## src/rtl/pmw_cfg.svh

```systemverilog
// constants for the pci master single write sequencer
`ifndef PMW_CFG_SVH
`define PMW_CFG_SVH

// local master state codes
`define PMW_ST_IDLE       4'h0
`define PMW_ST_ADDR_LOAD  4'h1
`define PMW_ST_BUS_TRANS  4'h2
`define PMW_ST_BUS_TERM   4'h3

// termination codes
`define PMW_TERM_NONE     3'h0
`define PMW_TERM_NORMAL   3'h1

// field layout and fixed values
`define PMW_ADDR_LO       31:0
`define PMW_CMD_LO        3:0
`define PMW_ADDR_HI_PAD   32'h0000_0000
`define PMW_CBE_HI_PAD    4'hf
`define PMW_CNT_ZERO      13'h0000
`define PMW_CNT_STEP      13'h0001
`define PMW_FIFO_EMPTY    2'h0
`define PMW_FIFO_FULL     2'h2
`define PMW_FIFO_ONE      2'h1

`endif

```

## src/rtl/pmw_pkg.sv

```systemverilog
// shared types for the pci master single write sequencer
package pmw_pkg;

    // one 64-bit write beat with its byte enables
    typedef struct packed {
        logic [63:0] data;
        logic [7:0]  be;
    } pmw_beat_t;

    typedef enum logic [3:0] {
        PMW_IDLE,
        PMW_REQ,
        PMW_GRANTED,
        PMW_LOAD,
        PMW_ADDR,
        PMW_DPH1,
        PMW_JUDGE,
        PMW_DATA,
        PMW_TURN
    } pmw_state_t;

endpackage

```

## src/rtl/pmw_beat_fifo.sv

```systemverilog
// two-entry beat buffer between local data and the pci data lines
`timescale 1ns/1ps
`include "pmw_cfg.svh"

module pmw_beat_fifo
(
    // clock and reset
    input  wire logic              i_clk,
    input  wire logic              i_rst,
    // filling side
    input  wire logic              i_in_valid,
    input  wire pmw_pkg::pmw_beat_t i_in_beat,
    output logic                   o_in_ready,
    // draining side
    output logic                   o_out_valid,
    output pmw_pkg::pmw_beat_t     o_out_beat,
    input  wire logic              i_out_ready
);

    pmw_pkg::pmw_beat_t mem [2];
    logic               wr_ptr;
    logic               rd_ptr;
    logic [1:0]         count;
    logic               push;
    logic               pop;

    assign o_in_ready  = (count != `PMW_FIFO_FULL);
    assign o_out_valid = (count != `PMW_FIFO_EMPTY);
    assign push        = i_in_valid && o_in_ready;
    assign pop         = o_out_valid && i_out_ready;
    // head word comes straight from the storage flops
    assign o_out_beat  = mem[rd_ptr];

    always_ff @(posedge i_clk)
    begin
        if (push)
        begin
            mem[wr_ptr] <= i_in_beat;
        end
    end

    always_ff @(posedge i_clk)
    begin
        if (i_rst)
        begin
            wr_ptr <= 1'b0;
            rd_ptr <= 1'b0;
            count  <= `PMW_FIFO_EMPTY;
        end
        else
        begin
            if (push)
            begin
                wr_ptr <= ~wr_ptr;
            end
            if (pop)
            begin
                rd_ptr <= ~rd_ptr;
            end
            if (push && !pop)
            begin
                count <= count + `PMW_FIFO_ONE;
            end
            else if (pop && !push)
            begin
                count <= count - `PMW_FIFO_ONE;
            end
        end
    end

endmodule

```

## src/rtl/pmw_master.sv

```systemverilog
// pci 64-bit master sequencer for a single memory write from a 64-bit local bus
//
// Functional notes
// - local request seen: assert pci bus request
// - grant on idle bus asserts local grant
// - request plus grant: address loading, fields latched
// - grant after loading: frame, req64, address, command
// - address phase shows bus transaction state
// - address phase loads burst counter with length
// - both dword strobes taken while data accepted
// - frame and no local request drops bus request
// - data and byte enables follow the strobes
// - first data phase waits with irdy deasserted
// - ack64 with trdy no later than devsel asserts wide transfer indicator
// - local grant follows pci grant when dropped
// - ready: irdy asserted, frame dropped, single phase
// - after completion release lines, counter down by one unless already zero
// - completion gives bus termination, normal termination
// - one clock after turnaround release irdy, parity
`timescale 1ns/1ps
`include "pmw_cfg.svh"

module pmw_master
(
    // clock and reset
    input  wire logic        i_clk,
    input  wire logic        i_rst,
    // local master request side
    input  wire logic        i_local_req64_l,
    input  wire logic [63:0] i_local_ad_in,
    input  wire logic [7:0]  i_local_cmd_byte_en_in,
    input  wire logic [12:0] i_local_burst_len,
    input  wire logic        i_local_ready_l,
    // local master answer side
    output logic             o_local_grant_l,
    output logic [3:0]       o_local_master_state,
    output logic [2:0]       o_local_term_code,
    output logic             o_low_dword_strobe_l,
    output logic             o_high_dword_strobe_l,
    output logic             o_wide_transfer_ind_l,
    output logic [12:0]      o_local_burst_counter,
    // pci arbitration
    input  wire logic        i_gnt_l,
    output logic             o_req_l,
    // pci frame, irdy and req64
    input  wire logic        i_frame_l,
    output logic             o_frame_l,
    output logic             o_frame_oe,
    input  wire logic        i_irdy_l,
    output logic             o_irdy_l,
    output logic             o_irdy_oe,
    output logic             o_req64_l,
    output logic             o_req64_oe,
    // pci target answers
    input  wire logic        i_trdy_l,
    input  wire logic        i_devsel_l,
    input  wire logic        i_ack64_l,
    // pci address/data and command/byte enables
    input  wire logic [63:0] i_ad,
    output logic [63:0]      o_ad,
    output logic             o_ad_oe,
    input  wire logic [7:0]  i_cbe,
    output logic [7:0]       o_cbe,
    output logic             o_cbe_oe,
    // pci parity
    output logic             o_par,
    output logic             o_par_oe,
    output logic             o_par64,
    output logic             o_par64_oe
);

    pmw_pkg::pmw_state_t state;
    pmw_pkg::pmw_state_t next_state;

    logic [63:0]         addr_word;
    logic [7:0]          cmd_word;
    logic [12:0]         burst_len_q;
    logic                data_phase;
    logic                beat_taken;
    logic                next_strobe;
    logic                bus_idle;

    pmw_pkg::pmw_beat_t  in_beat;
    pmw_pkg::pmw_beat_t  head_beat;
    logic                buf_in_ready;
    logic                buf_out_valid;
    logic                buf_pop;

    // read back only so the bidirectional lines have a consumer on this side
    logic                unused_in;

    assign unused_in = ^{i_ad, i_cbe};

    // the block owns the bus only after frame and irdy are both idle
    assign bus_idle  = i_frame_l && i_irdy_l;

    // sequencing
    always_comb
    begin
        next_state = state;
        case (state)
            pmw_pkg::PMW_IDLE:
            begin
                if (!i_local_req64_l)
                begin
                    next_state = pmw_pkg::PMW_REQ;
                end
            end
            pmw_pkg::PMW_REQ:
            begin
                if (!i_gnt_l && bus_idle)
                begin
                    next_state = pmw_pkg::PMW_GRANTED;
                end
            end
            pmw_pkg::PMW_GRANTED:
            begin
                if (i_gnt_l)
                begin
                    next_state = pmw_pkg::PMW_REQ;
                end
                else if (!i_local_req64_l && !o_local_grant_l)
                begin
                    next_state = pmw_pkg::PMW_LOAD;
                end
            end
            pmw_pkg::PMW_LOAD:
            begin
                // grant lost here means waiting for it again before the address phase
                if (!i_gnt_l)
                begin
                    next_state = pmw_pkg::PMW_ADDR;
                end
            end
            pmw_pkg::PMW_ADDR:
            begin
                next_state = pmw_pkg::PMW_DPH1;
            end
            pmw_pkg::PMW_DPH1:
            begin
                // irdy held off until devsel shows and the width is judged
                if (!i_devsel_l)
                begin
                    next_state = pmw_pkg::PMW_JUDGE;
                end
            end
            pmw_pkg::PMW_JUDGE:
            begin
                if (!i_local_ready_l && buf_out_valid)
                begin
                    next_state = pmw_pkg::PMW_DATA;
                end
            end
            pmw_pkg::PMW_DATA:
            begin
                if (!i_trdy_l)
                begin
                    next_state = pmw_pkg::PMW_TURN;
                end
            end
            pmw_pkg::PMW_TURN:
            begin
                next_state = pmw_pkg::PMW_IDLE;
            end
            default:
            begin
                next_state = pmw_pkg::PMW_IDLE;
            end
        endcase
    end

    always_ff @(posedge i_clk)
    begin
        if (i_rst)
        begin
            state <= pmw_pkg::PMW_IDLE;
        end
        else
        begin
            state <= next_state;
        end
    end

    // pci bus request
    always_ff @(posedge i_clk)
    begin
        if (i_rst)
        begin
            o_req_l <= 1'b1;
        end
        else if (state == pmw_pkg::PMW_IDLE && !i_local_req64_l)
        begin
            o_req_l <= 1'b0;
        end
        else if (!o_frame_l && o_frame_oe && i_local_req64_l)
        begin
            o_req_l <= 1'b1;
        end
    end

    // local grant
    always_ff @(posedge i_clk)
    begin
        if (i_rst)
        begin
            o_local_grant_l <= 1'b1;
        end
        else if (i_gnt_l)
        begin
            o_local_grant_l <= 1'b1;
        end
        else if (state == pmw_pkg::PMW_REQ && bus_idle)
        begin
            o_local_grant_l <= 1'b0;
        end
    end

    // address, command and length are caught on entry to address loading
    always_ff @(posedge i_clk)
    begin
        if (i_rst)
        begin
            addr_word   <= '0;
            cmd_word    <= '0;
            burst_len_q <= `PMW_CNT_ZERO;
        end
        else if (next_state == pmw_pkg::PMW_LOAD && state != pmw_pkg::PMW_LOAD)
        begin
            addr_word   <= {`PMW_ADDR_HI_PAD, i_local_ad_in[`PMW_ADDR_LO]};
            cmd_word    <= {`PMW_CBE_HI_PAD, i_local_cmd_byte_en_in[`PMW_CMD_LO]};
            burst_len_q <= i_local_burst_len;
        end
    end

    // local state and termination codes
    always_ff @(posedge i_clk)
    begin
        if (i_rst)
        begin
            o_local_master_state <= `PMW_ST_IDLE;
            o_local_term_code    <= `PMW_TERM_NONE;
        end
        else if (next_state == pmw_pkg::PMW_LOAD && state != pmw_pkg::PMW_LOAD)
        begin
            o_local_master_state <= `PMW_ST_ADDR_LOAD;
            o_local_term_code    <= `PMW_TERM_NONE;
        end
        else if (next_state == pmw_pkg::PMW_ADDR)
        begin
            o_local_master_state <= `PMW_ST_BUS_TRANS;
        end
        else if (next_state == pmw_pkg::PMW_TURN)
        begin
            o_local_master_state <= `PMW_ST_BUS_TERM;
            o_local_term_code    <= `PMW_TERM_NORMAL;
        end
    end

    // burst counter
    always_ff @(posedge i_clk)
    begin
        if (i_rst)
        begin
            o_local_burst_counter <= `PMW_CNT_ZERO;
        end
        else if (next_state == pmw_pkg::PMW_ADDR)
        begin
            o_local_burst_counter <= burst_len_q;
        end
        else if (next_state == pmw_pkg::PMW_TURN && o_local_burst_counter != `PMW_CNT_ZERO)
        begin
            o_local_burst_counter <= o_local_burst_counter - `PMW_CNT_STEP;
        end
    end

    // dword strobes: only one beat per transaction, so a full buffer just delays it
    always_comb
    begin
        next_strobe = 1'b0;
        if ((next_state == pmw_pkg::PMW_ADDR || next_state == pmw_pkg::PMW_DPH1 ||
             next_state == pmw_pkg::PMW_JUDGE) &&
            !beat_taken && o_low_dword_strobe_l && !i_local_ready_l && buf_in_ready)
        begin
            next_strobe = 1'b1;
        end
    end

    always_ff @(posedge i_clk)
    begin
        if (i_rst)
        begin
            o_low_dword_strobe_l  <= 1'b1;
            o_high_dword_strobe_l <= 1'b1;
        end
        else
        begin
            o_low_dword_strobe_l  <= ~next_strobe;
            o_high_dword_strobe_l <= ~next_strobe;
        end
    end

    always_ff @(posedge i_clk)
    begin
        if (i_rst)
        begin
            beat_taken <= 1'b0;
        end
        else if (next_state == pmw_pkg::PMW_IDLE)
        begin
            beat_taken <= 1'b0;
        end
        else if (!o_low_dword_strobe_l)
        begin
            beat_taken <= 1'b1;
        end
    end

    // beat is sampled in the strobe cycle and drained by the completing data phase
    assign in_beat      = '{data: i_local_ad_in,
                            be:   i_local_cmd_byte_en_in};
    assign buf_pop      = (state == pmw_pkg::PMW_DATA) && !i_trdy_l;

    pmw_beat_fifo u_beat_fifo
    (
        .i_clk       (i_clk),
        .i_rst       (i_rst),
        .i_in_valid  (!o_low_dword_strobe_l),
        .i_in_beat   (in_beat),
        .o_in_ready  (buf_in_ready),
        .o_out_valid (buf_out_valid),
        .o_out_beat  (head_beat),
        .i_out_ready (buf_pop)
    );

    // wide transfer indicator
    always_ff @(posedge i_clk)
    begin
        if (i_rst)
        begin
            o_wide_transfer_ind_l <= 1'b1;
        end
        else if (next_state == pmw_pkg::PMW_IDLE)
        begin
            o_wide_transfer_ind_l <= 1'b1;
        end
        else if (state == pmw_pkg::PMW_DPH1 && !i_ack64_l && !i_trdy_l)
        begin
            o_wide_transfer_ind_l <= 1'b0;
        end
    end

    // frame, req64, irdy and their enables
    always_ff @(posedge i_clk)
    begin
        if (i_rst)
        begin
            o_frame_l  <= 1'b1;
            o_frame_oe <= 1'b0;
            o_req64_l  <= 1'b1;
            o_req64_oe <= 1'b0;
            o_irdy_l   <= 1'b1;
            o_irdy_oe  <= 1'b0;
        end
        else
        begin
            case (next_state)
                pmw_pkg::PMW_ADDR, pmw_pkg::PMW_DPH1, pmw_pkg::PMW_JUDGE:
                begin
                    o_frame_l  <= 1'b0;
                    o_frame_oe <= 1'b1;
                    o_req64_l  <= 1'b0;
                    o_req64_oe <= 1'b1;
                    o_irdy_l   <= 1'b1;
                    o_irdy_oe  <= 1'b1;
                end
                pmw_pkg::PMW_DATA:
                begin
                    o_frame_l  <= 1'b1;
                    o_frame_oe <= 1'b1;
                    o_req64_l  <= 1'b1;
                    o_req64_oe <= 1'b1;
                    o_irdy_l   <= 1'b0;
                    o_irdy_oe  <= 1'b1;
                end
                pmw_pkg::PMW_TURN:
                begin
                    o_frame_l  <= 1'b1;
                    o_frame_oe <= 1'b0;
                    o_req64_l  <= 1'b1;
                    o_req64_oe <= 1'b0;
                    o_irdy_l   <= 1'b1;
                    o_irdy_oe  <= 1'b1;
                end
                default:
                begin
                    o_frame_l  <= 1'b1;
                    o_frame_oe <= 1'b0;
                    o_req64_l  <= 1'b1;
                    o_req64_oe <= 1'b0;
                    o_irdy_l   <= 1'b1;
                    o_irdy_oe  <= 1'b0;
                end
            endcase
        end
    end

    // ad/cbe enables; the data itself is muxed from address latch or buffer head
    always_ff @(posedge i_clk)
    begin
        if (i_rst)
        begin
            o_ad_oe    <= 1'b0;
            o_cbe_oe   <= 1'b0;
            data_phase <= 1'b0;
        end
        else
        begin
            o_ad_oe    <= (next_state == pmw_pkg::PMW_ADDR) || (next_state == pmw_pkg::PMW_DPH1) ||
                          (next_state == pmw_pkg::PMW_JUDGE) || (next_state == pmw_pkg::PMW_DATA);
            o_cbe_oe   <= (next_state == pmw_pkg::PMW_ADDR) || (next_state == pmw_pkg::PMW_DPH1) ||
                          (next_state == pmw_pkg::PMW_JUDGE) || (next_state == pmw_pkg::PMW_DATA);
            data_phase <= (next_state == pmw_pkg::PMW_DPH1) || (next_state == pmw_pkg::PMW_JUDGE) ||
                          (next_state == pmw_pkg::PMW_DATA);
        end
    end

    assign o_ad  = data_phase ? head_beat.data : addr_word;
    assign o_cbe = data_phase ? head_beat.be : cmd_word;

    pmw_parity u_parity
    (
        .i_clk      (i_clk),
        .i_rst      (i_rst),
        .i_ad       (o_ad),
        .i_cbe      (o_cbe),
        .i_ad_oe    (o_ad_oe),
        .i_wide_oe  (o_ad_oe && data_phase),
        .o_par      (o_par),
        .o_par_oe   (o_par_oe),
        .o_par64    (o_par64),
        .o_par64_oe (o_par64_oe)
    );

endmodule

```

## src/rtl/pmw_parity.sv

```systemverilog
// even parity for ad/cbe, one clock behind the lines it covers
`timescale 1ns/1ps

module pmw_parity
(
    // clock and reset
    input  wire logic        i_clk,
    input  wire logic        i_rst,
    // lines being driven this cycle
    input  wire logic [63:0] i_ad,
    input  wire logic [7:0]  i_cbe,
    input  wire logic        i_ad_oe,
    input  wire logic        i_wide_oe,
    // parity pins
    output logic             o_par,
    output logic             o_par_oe,
    output logic             o_par64,
    output logic             o_par64_oe
);

    always_ff @(posedge i_clk)
    begin
        if (i_rst)
        begin
            o_par      <= 1'b0;
            o_par64    <= 1'b0;
            o_par_oe   <= 1'b0;
            o_par64_oe <= 1'b0;
        end
        else
        begin
            o_par      <= ^{i_ad[31:0], i_cbe[3:0]};
            o_par64    <= ^{i_ad[63:32], i_cbe[7:4]};
            // parity lets go one clock after the lines it covers
            o_par_oe   <= i_ad_oe;
            o_par64_oe <= i_wide_oe;
        end
    end

endmodule

```

## config.mk

```make
export PLATFORM = sky130hd
export DESIGN_NAME = pmw_master
export DESIGN_NICKNAME = d
export VERILOG_FILES = /design/src/rtl/pmw_pkg.sv /design/src/rtl/pmw_beat_fifo.sv /design/src/rtl/pmw_master.sv /design/src/rtl/pmw_parity.sv
export VERILOG_INCLUDE_DIRS = /design/src /design/src/rtl
export SDC_FILE = /design/constraint.sdc
export NUM_CORES = 1
export LEC_CHECK = 0
export BUFFER_PORTS_ARGS = -buffer_cell sky130_fd_sc_hd__buf_2
export CAP_MARGIN = 40
export CORE_MARGIN = 5
export CORE_UTILIZATION = 43
export DETAILED_ROUTE_END_ITERATION = 12
export GPL_TIMING_DRIVEN = 0
export PLACE_DENSITY_LB_ADDON = 0.1
export SYNTH_ARGS = -nofsm -noshare
export SYNTH_HDL_FRONTEND = slang
export SYNTH_SLANG_ARGS = --single-unit
export TNS_END_PERCENT = 50
```

## constraint.sdc

```tcl
create_clock -name i_clk -period 6.9 [get_ports i_clk]
set_input_delay 0.345 -clock i_clk [delete_from_list [all_inputs] [get_ports i_clk]]
set_output_delay 0.345 -clock i_clk [all_outputs]
set_load 0.02 [all_outputs]
```

Word level (Yosys, flattened, before mapping)
Memories as Yosys holds them, arrays and structs flattened. A register that Yosys moved wholly into a read port is not among the register bits. Index checks and enable logic that the tools add are counted.

Add/sub/neg operators: 3. Equal/unequal tests: 15. Muxes and demuxes: 29. Bitwise logic cells: 4. Reductions and logical operators: 56.

Operator list (count): $reduce_xor A36 Y1 (2); $mux W64 (1); $eq A4 B3 Y1 const B (8); $mux W4 (8); $pmux W4 S8 (1); $mux W13 (2); $logic_and A1 B1 Y1 (22); $reduce_bool A13 Y1 (1); $sub A13 B1 Y13 const B (1); $eq A4 B2 Y1 const B (3); $mux W1 (12); $logic_not A1 Y1 (11); $reduce_bool A2 Y1 (5); $logic_not A4 Y1 (2); $mux W2 (4); $mux W8 (1); $reduce_or A2 Y1 (3); $logic_or A1 B1 Y1 (5); $reduce_or A5 Y1 (1); $eq A4 B1 Y1 const B (1); $eq A4 B4 Y1 const B (1); $ne A4 B2 Y1 const B (1); $not A1 Y1 (4); $reduce_or A4 Y1 (1); 6 further kinds (6).

Register bits after elaboration: 89. RAM bits: 144. Input port bits: 167. Output and inout port bits: 109. Logic and storage cells: 134. Memories kept: 1.

Memory list: u_beat_fifo.mem (depth 2, width 72, read ports 1, clocked after Yosys merged registers in 1, write ports 1, RTL line pmw_beat_fifo.sv:20) `pmw_pkg::pmw_beat_t mem [2];`.

Logic depth before layout (Yosys ltp)
Gate-level depths: netlist of the first run.

Depth after elaboration: 14. Depth in mapped cells: 11. Depth with buffers taken out: 10.

Modules after synthesis
From an unflattened synthesis of the first run, not the netlist that was laid out.

Cell total of the unflattened synthesis: 799. Area total of the unflattened synthesis: 10357.4 µm².

By module, submodules not included: pmw_beat_fifo (instances 1, cells an instance 248, area an instance 5407.7 µm², sequential area each 4424.2 µm²); pmw_master (instances 1, cells an instance 475, area an instance 4191.5 µm², sequential area each 1621.6 µm²); pmw_parity (instances 1, cells an instance 76, area an instance 758.2 µm², sequential area each 80.1 µm²).

Worst setup path after synthesis of the first run
Ideal clock, no wire load.

Path type: reg-to-reg. Start: register o_high_dword_strobe_l (netlist name). End: memory u_beat_fifo.mem[0][0] (netlist name) (enable). Library setup time: 0.591 ns. Arrival: 5.375 ns. Data required time: 6.309 ns. Setup slack: 0.935 ns. Stages on the path, launching flop included: 2. Path buffers: 0. Period minus slack after synthesis: 5.965 ns. Path through: dfxtp_1 -> nor3_1.

RTL lines (RTL line): end: declaration (pmw_beat_fifo.sv:20).

Worst setup path in the final report of the first run
Start: register data_phase. End: output o_ad[53].

Cells in the longest elaborated chain, start to end: 1.

RTL lines: start: declaration (RTL line pmw_master.sv:78) `logic data_phase;`; start signal: assignment (RTL line pmw_master.sv:422) `data_phase <= (next_state == pmw_pkg::PMW_DPH1) || (next_state == pmw_pkg::PMW_JUDGE) ||`; $mux W64 (RTL line pmw_master.sv:427) `assign o_ad = data_phase ? head_beat.data : addr_word;`; end: declaration (RTL line pmw_master.sv:60) `output logic [63:0] o_ad,`.

No other way between the ends.

==> run metrics, run 1 <==
Rel. slew slack=50.7%; Setup Skew=9.68 ps; clock-pin slew on the worst setup and hold paths=60 ps; critical path class=reg2out; first-pass GRT wire length=37700 um; remaining antenna violation count after routing=0; fin crit period=3480 ps; post-synth top area share=41.9%; vias in the first global route=6915; post-cts resize count=0; Post-Synth XOR/XNOR Area=8.33%; P&R area growth vs syn=24.0%; H-tree levels=1; setup ws final=3420 ps; First DRT Iteration DRCs=218; final hold slack=26.1 ps; count of input and output buffers=199; placed inst area=0.0119 mm2; RePlAce Congestion=0.845; Rows=56; hold crit path type=in2reg; EDFF count, synth=144; Crit path arrival time=3130 ps; Top FF cell, synth=edfxtp_1; Slew Viols, Final=0; Ys Warns=0; Async S/R FF share, synth=0%; Final Net Count=1261; multiplexer area fraction after synthesis=12.6%; fin area=0.0128 mm2; clk_lat worst skew=510 ps; post-synthesis register bit count=234; gr usage total=17.6%; cell area after synthesis=0.0103 mm2; PwrDens=232 mW/mm2; Post-Syn Area per Cell=12.3 um2; DR vias=6922; combinational family with the most area after synthesis=multiplexers; die width=165 um; RSZ-0062 raised after global routing=no; Max FO, Critical Path=10; top post-synthesis cells by area=edfxtp_1, dfxtp_1, mux2i_1, xnor2_1, nor2_1; post-synth top area cell=edfxtp_1; element type at the critical path start=flop; max frequency=0.288 GHz; pre-CTS setup slack=3900 ps; synth unique cells=52; CTS tree=built; Max Cap Viol=0; clock root buffer=clkbuf_16; setup TNS=0 ps; Compound-Gate Fraction of Synth Area=5.53%; postcts setup bufs=0; Mapped Cells=842; post-layout util=54.4%; Starting Density=43.9%; post-synthesis simple-gate area fraction=10.6%; layout cells sized above 1=27.4%; HPWL Detailed=17800 um; worst path required time=6550 ps; clk sinks=234; Die H=165 um; drt pass-1 iters=5; count leader, synth=edfxtp_1; core area=0.0235 mm2; Routed WL=24500 um; Multi-input gate area=0.00388 mm2; adder-cell share of the synthesized area=0.242%; WL per Instance=17.1 um; drt drc=0; endpoints failing setup=0; worst-margin pin slew=732 ps; initial antenna violation count=5; Layout fillers=2125; status=completed; register area share after synthesis=59.3%; Static Leakage=0.00478 uW; Congestion Overflow GR=0; CP endpoint kind=output port; synth cell count leaders=edfxtp_1, mux2i_1, nor2_1; CTS max path bufs=3; Storage cell area=0.00613 mm2; Hold Buf Count CTS=8; final hold viol count=0; drt via density=4.83; largest net degree at the start of global routing=51; I/O pins=276; Max rail drop VDD=0.000166 V; post-route clock period utilization=50.4%; die area=0.0272 mm2; CTS Buf Count=26
[final cells by class]
type,count,share of cell area [%]
Sequential cell,234,47.9
Multi-Input combinational cell,551,30.3
Timing Repair Buffer,219,9.52
Clock buffer,40,5.98
Tap cell,319,3.12
Buffer,51,2.38
Clock inverter,8,0.518
Inverter,9,0.264
Antenna cell,3,0.0587
[path summary, 6_finish.rpt]
| kind | startpoint | slack, ps | cells past startpoint | end |
|---|---|---|---|---|
| hold / removal | i_local_ad_in[59] | 30 | 1 | u_beat_fifo.mem[0][67]$_DFFE_PP_ |
| setup reg to reg | state[1]$_SDFF_PP0_ | 4270 | 10 | addr_word[14]$_SDFFE_PP0P_ |
| setup / recovery | data_phase$_SDFF_PP0_ | 3420 | 7 | o_ad[53] |
| hold reg to reg | o_wide_transfer_ind_l$_SDFFE_PP1P_ | 460 | 1 | o_wide_transfer_ind_l$_SDFFE_PP1P_ |
[per-stage QoR]
stage | cells | total power, uW
final | 1434 | 2970
after global routing | 1434 | 3080
after CTS | 1430 | 3010
after detailed placement | 1374 | 1670
after global placement | 1363 | 1670
after floorplan | 845 | 1610
[worst max-delay path, stage by stage (launching register included)]
cell	delay (ps)
dfxtp_1	370
buf_2	320
buf_2	300
buf_2	260
clkbuf_1	450
clkbuf_1	430
nor2b_1	270
buf_2	200
[cells by family (layout without fill, tap and decap cells)]
family          Yosys count  count (layout)
buf+inv                  60             327
flops                   234             234
compound gates           88              88
simple gates            232             232
fa+ha+maj                 2               2
other cells               1               7
mux                     130             130
xor+xnor                 95              95
[routing by layer]
layer | part of all wire (%) | wire length [um] | vias up | global-route usage, %
met1 | 44 | 10800 | 3240 | 23.4
met3 | 6.4 | 1560 | 25 | 3.64
li1 | - | - | 3468 | -
met2 | 48 | 11800 | 185 | 30.1
met4 | 1.4 | 339 | 4 | 3.67
met5 | 0.057 | 14 | - | 0
[power breakdown]
group | internal (uW) | total (uW) | switching [uW]
sequential | 1490 | 1500 | 6.13
combinational | 64.8 | 147 | 81.8
clock | 799 | 1320 | 524
total | 2360 | 2970 | 612
[sequential cells by signal, summed over array words and instances, names as in the netlist, 2 cells and up, named ones only]
name                   count
u_beat_fifo.mem          144
addr_word                 32
burst_len_q               13
o_local_burst_counter     13
cmd_word                   5
state                      4
o_local_master_state       2
u_beat_fifo.count          2
[cell usage in the layout (no fill, tap or decap), types with 4 or more instances in the layout]
cell,netlist,routed
buf_2,11,210
edfxtp_1,144,144
mux2i_1,128,128
nor2_1,123,123
dfxtp_1,90,90
xnor2_1,73,73
nor2b_1,39,39
a21oi_1,37,37
clkbuf_1,20,30
clkbuf_16,0,28
xor2_1,20,20
a21oi_2,19,19
nor3_1,20,19
nand2_1,17,17
buf_4,14,16
o21ai_0,12,12
buf_6,4,11
inv_1,9,9
dlygate4sd3_1,0,9
nand3_1,5,5
nor4_1,5,5
clkinv_2,0,5
conb_1,1,4
(Power assumes the default switching activity.)
==> run 2, diff against run 1 <==
--- a/config.mk
+++ b/config.mk
@@ -6,6 +6,7 @@
 export SDC_FILE = /design/constraint.sdc
 export NUM_CORES = 1
 export LEC_CHECK = 0
+export ABC_AREA = 1
 export BUFFER_PORTS_ARGS = -buffer_cell sky130_fd_sc_hd__buf_2
 export CAP_MARGIN = 40
 export CORE_MARGIN = 5
==> constraint.sdc (replaced) <==
create_clock -name i_clk -period 3.1 [get_ports i_clk]
set_input_delay 0.155 -clock i_clk [delete_from_list [all_inputs] [get_ports i_clk]]
set_output_delay 0.155 -clock i_clk [all_outputs]
set_load 0.02 [all_outputs]
==> run 2 against run 1 <==
Cell count rose by 41%; core utilization rose by 2.2 points; clock power rose by 150%; total power rose by 140%; sequential share of layout area fell by 5.8 points; count of clock-buffer cells in the layout did not move; synthesized area rose by 7.9%; die area rose by 7.4%; critical path type is now reg2reg; largest cell class unchanged; highest routed layer is now met4.
==> run metrics, run 2 <==
status=completed; PwrDens=488 mW/mm2; HPWL Detailed=22800 um; most frequent cells in the layout=nand2_1, buf_2, inv_1; reg-to-reg startpoint=data_phase$_SDFF_PP0_; clock-pin slew on the worst setup and hold paths=60 ps; element type at the critical path start=flop; Setup crit end=u_parity.o_par$_SDFF_PP0_; synth unique cells=45; WL per Instance=16.0 um; Congestion Overflow GR=0; Rows=59; drt drc=0; Setup Skew=13.8 ps; max frequency=0.390 GHz; Max Cap Viol=0; post-synthesis register bit count=234; Ant. Diodes=0; largest registers=u_beat_fifo.mem x144, addr_word x32; Post-Syn Area per Cell=8.37 um2; Multi-input gate area=0.00399 mm2; final hold viol count=0; post-synth top area cell=edfxtp_1; postcts setup bufs=0; Async S/R FF share, synth=0%; layout cells sized above 1=19.9%; Ys Warns=0; Top reg by flops=u_beat_fifo.mem; Starting Density=43.2%; Static Leakage=0.00685 uW; Slew Viols, Final=0; grt peak-use layer=met2; vias in the first global route=9272; remaining antenna violation count after routing=0; synth cell count leaders=nand2_1, inv_1, edfxtp_1; FF-to-FF setup slack=530 ps; die area=0.0292 mm2; die width=171 um; DR vias=9668; M3 GR Usage=4.11%; post-cts resize count=0; pre-CTS setup slack=573 ps; Final Net Count=1830; placed inst area=0.0127 mm2; Non-Filler Instances=2016; Layout fillers=2346; Rel. slew slack=42.0%; CTS tree=built; RSZ-0062 raised after global routing=no; worst path required time=3550 ps; fin area=0.0146 mm2; CTS max path bufs=3; Top FF cell, synth=edfxtp_1; post-layout util=56.6%; CP Launch Point=data_phase$_SDFF_PP0_; count leader, synth=nand2_1; initial antenna violation count=0; First DRT Iteration DRCs=513; H-tree levels=1; Routed WL=32200 um; Mapped Cells=1331; Storage cell area=0.00613 mm2; gr usage total=21.6%; hold crit path type=in2reg; drt via density=4.80; register area share after synthesis=55.0%; count of input and output buffers=199; placed cell count=1874; top post-synthesis cells by area=edfxtp_1, dfxtp_1, nand2_1, inv_1, nand3_1; cell area after synthesis=0.0111 mm2; post-route clock period utilization=82.8%; max FFs per register=144; Hold Crit Depth=4; Crit path arrival time=3010 ps; largest net degree at the start of global routing=27; CP endpoint kind=flop; Max FO, Critical Path=10; Max rail drop VDD=0.000352 V; setup ws final=534 ps; post-synth top area share=38.8%; clk_lat worst skew=530 ps; commonest non-fill, non-tap cell in the layout=nand2_1; Die H=171 um; core area=0.0258 mm2; first-pass GRT wire length=49400 um; final hold slack=45.0 ps; endpoints failing setup=0; worst r2r dst=u_parity.o_par$_SDFF_PP0_; EDFF count, synth=144; critical path class=reg2reg; worst reg2reg path depth=17; Global Route met2 Usage=37.7%; P&R area growth vs syn=30.9%; clock root buffer=clkbuf_16; clk sinks=234; CTS Buf Count=26; drt pass-1 iters=5; RePlAce Congestion=0.841; worst-margin pin slew=870 ps; I/O pins=276; fin crit period=2570 ps; met1 Use GR=28.0%
-- run 2: cell type report --
cell class / instances / area share [%]
sequential: 234 / 42.0
inverter: 190 / 4.89
clock inverter: 8 / 0.455
tap: 335 / 2.87
timing repair buffer: 299 / 14.2
buffer: 60 / 2.32
multi-input combinational: 850 / 27.3
clock buffer: 40 / 5.89
-- run 2: metrics by stage --
| step | power [uW] | TNS (ps) |
|---|---|---|
| global placement | 3830 | -331630 |
| floorplan | 3660 | -75630 |
| detailed placement | 3840 | 0 |
| CTS | 7160 | 0 |
| finish | 7110 | 0 |
| global route | 7380 | 0 |
-- run 2: routing by layer --
metal	share of wire, %	routed length, um	vias to the layer above
li1	-	-	4900
met2	48	15300	283
met3	7.3	2350	37
met4	1.9	598	0
met1	43	13900	4448
met5	0	0	-
-- run 2: how the worst min path moves through the flow --
stage | startpoint | end | slack, ps
3_3_place_gp | i_local_ad_in[61] | u_beat_fifo.mem[0][69]$_DFFE_PP_ | 340
6_report | i_frame_l | o_local_grant_l$_SDFFE_PP1P_ | 50
4_1_cts | i_frame_l | o_local_grant_l$_SDFFE_PP1P_ | 30
2_1_floorplan | i_local_cmd_byte_en_in[0] | u_beat_fifo.mem[0][0]$_DFFE_PP_ | 250
5_1_grt | i_frame_l | o_local_grant_l$_SDFFE_PP1P_ | 120
3_5_place_dp | i_local_ad_in[57] | u_beat_fifo.mem[0][65]$_DFFE_PP_ | 350
-- run 2: kinds of logic after synthesis --
family,Yosys count,synth area share [%]
adder cells (fa/ha/maj),2,0.225
other,1,0.0337
AND/OR/NAND/NOR,627,23.2
buffers and inverters,250,9.44
XOR/XNOR,40,3.42
flip-flops,234,55.0
AO/OA/AOI/OAI,177,8.72
-- run 2: timing repair --
action / in CTS / in global routing
hold endpoints to repair: 203 / 0
hold buffers: 94 / 0
setup endpoints to repair: 0 / 0
-- run 2: power breakdown --
part / total, uW / internal (uW) / leakage, uW / switching, uW
sequential: 3340 / 3330 / 0.00202 / 14.3
clock: 3240 / 1990 / 0.000469 / 1260
combinational: 522 / 228 / 0.00436 / 293
-- run 2: worst max-delay path, cell delays in order, from the launching register on --
cell and delay, ps:
dfxtp_1 320, buf_2 150, inv_2 120, clkbuf_1 670
nand2_1 110, nand2_1 130, nand2_1 70, nand2_1 60
nand3_1 110, nand2_1 80, nand2_1 80, nand2_1 100
nand2_1 60, nand3_1 80, nand2_1 70, nand2_1 60
nand2_1 50, nor2_1 170
==> run 3, diff against run 2 <==
==> constraint.sdc (replaced) <==
create_clock -name i_clk -period 2.6 [get_ports i_clk]
set_input_delay 0.13 -clock i_clk [delete_from_list [all_inputs] [get_ports i_clk]]
set_output_delay 0.13 -clock i_clk [all_outputs]
set_load 0.02 [all_outputs]
==> run 3 against run 2 <==
Non-clock buffer count down 2; via count up 0.35%; total power up 22%; core utilization about the same; clock power up 26%; combinational power up 20%; worst hold slack worse by 18 ps.
==> run metrics, run 3 (synthesis results as in run 2) <==
clk_lat worst skew=520 ps; Final Net Count=1828; layout cells sized above 1=20.0%; Rows=59; CTS max path bufs=3; Crit path arrival time=2290 ps; Routed WL=32300 um; WL per Instance=16.0 um; element type at the critical path start=flop; Congestion Overflow GR=0; RePlAce Congestion=0.830; CTS Buf Count=26; RSZ-0062 raised after global routing=no; clock-pin slew on the worst setup and hold paths=60 ps; Max Cap Viol=0; fin crit period=2420 ps; post-route clock period utilization=93.2%; DR vias=9702; Cell Chain, Critical Path=buf_2 > buf_2 > buf_2 > o21ai_0 > o22ai_1 > buf_2; core area=0.0258 mm2; CP max stage delay=340 ps; count of input and output buffers=199; Buf/Inv on CP=4; Static Leakage=0.00686 uW; hold crit path type=in2reg; placed cell count=1872; CP max stage cell=dfxtp_1; fin area=0.0146 mm2; Setup Skew=9.00 ps; drt pass-1 iters=5; Most Frequent Cell on Critical Path=buf_2; largest net degree at the start of global routing=27; P&R area growth vs syn=31.0%; H-tree levels=1; CTS tree=built; Power, Total=8690 uW; vias in the first global route=9312; HPWL Detailed=22800 um; critical path class=reg2out; commonest non-fill, non-tap cell in the layout=nand2_1; first-pass GRT wire length=49300 um; initial antenna violation count=0; Rel. slew slack=42.3%; clk sinks=234; max FFs per register=144; Max FO, Critical Path=10; PwrDens=595 mW/mm2; largest registers=u_beat_fifo.mem x144, addr_word x32; status=completed; I/O pins=276; endpoints failing setup=0; final hold viol count=0; drt via density=4.82; worst path required time=2470 ps; die width=171 um; clock root buffer=clkbuf_16; gr usage total=21.6%; max frequency=0.413 GHz; remaining antenna violation count after routing=0; First DRT Iteration DRCs=572; Starting Density=43.2%; most frequent cells in the layout=nand2_1, buf_2, inv_1; CP endpoint kind=output port; setup TNS=0 ps; placed inst area=0.0127 mm2; worst-margin pin slew=863 ps; post-layout util=56.6%; Max rail drop VDD=0.000487 V; Slew Viols, Final=0; drt drc=0; Die H=171 um; Top Family by Delay on Critical Path=buffers and inverters; Non-Filler Instances=2014; Top reg by flops=u_beat_fifo.mem; die area=0.0292 mm2; Ant. Diodes=0
## run 3: layer usage
| metal | GRT usage, % | wire, um |
|---|---|---|
| met1 | 28.3 | 14100 |
| met5 | 0 | 0 |
| met3 | 3.56 | 2130 |
| met2 | 37.9 | 15500 |
| met4 | 4.44 | 520 |
## run 3: area by class of cell
cell class,count,area [um2]
Timing Repair Buffer,297,2020
Buffer,60,350
Inverter,190,713
Fill cell,2369,11200
Clock inverter,9,144
Clock buffer,39,831
Sequential cell,234,6130
Tap cell,335,419
Multi-Input combinational cell,850,3990
## run 3: where the power goes
| group | total [uW] | internal (uW) | switching [uW] | leakage, uW |
|---|---|---|---|---|
| sequential | 3990 | 3970 | 17.0 | 0.00202 |
| clock | 4070 | 2600 | 1470 | 0.000487 |
| combinational | 624 | 272 | 352 | 0.00435 |
## run 3: tightest hold or removal path: stages
cell and delay, ps:
buf_2 100, nand3_1 90, nor2_1 60, o21ai_0 120
## run 3: what timing repair did
item                                   CTS  global route
hold buffers                            94             0
buffers inserted                         0             0
gates resized for setup                  0             9
setup endpoints to repair                0             4
endpoints found under the hold margin  203             0
## run 3: through the flow
stage	hold WS, ps	setup WS [ps]
global placement	319	-1820
global route	61.7	0.414
floorplan	229	-361
detailed placement	323	101
finish	27.0	177
CTS	6.54	44.8
## run 3: path summary, 6_finish.rpt
path	startpoint	end	slack (ps)	cells past startpoint
max reg2reg	data_phase$_SDFF_PP0_	u_parity.o_par$_SDFF_PP0_	200	12
min	i_frame_l	o_local_grant_l$_SDFFE_PP1P_	30	4
min reg2reg	burst_len_q[1]$_SDFFE_PP0P_	burst_len_q[1]$_SDFFE_PP0P_	440	2
max	data_phase$_SDFF_PP0_	o_ad[31]	180	6
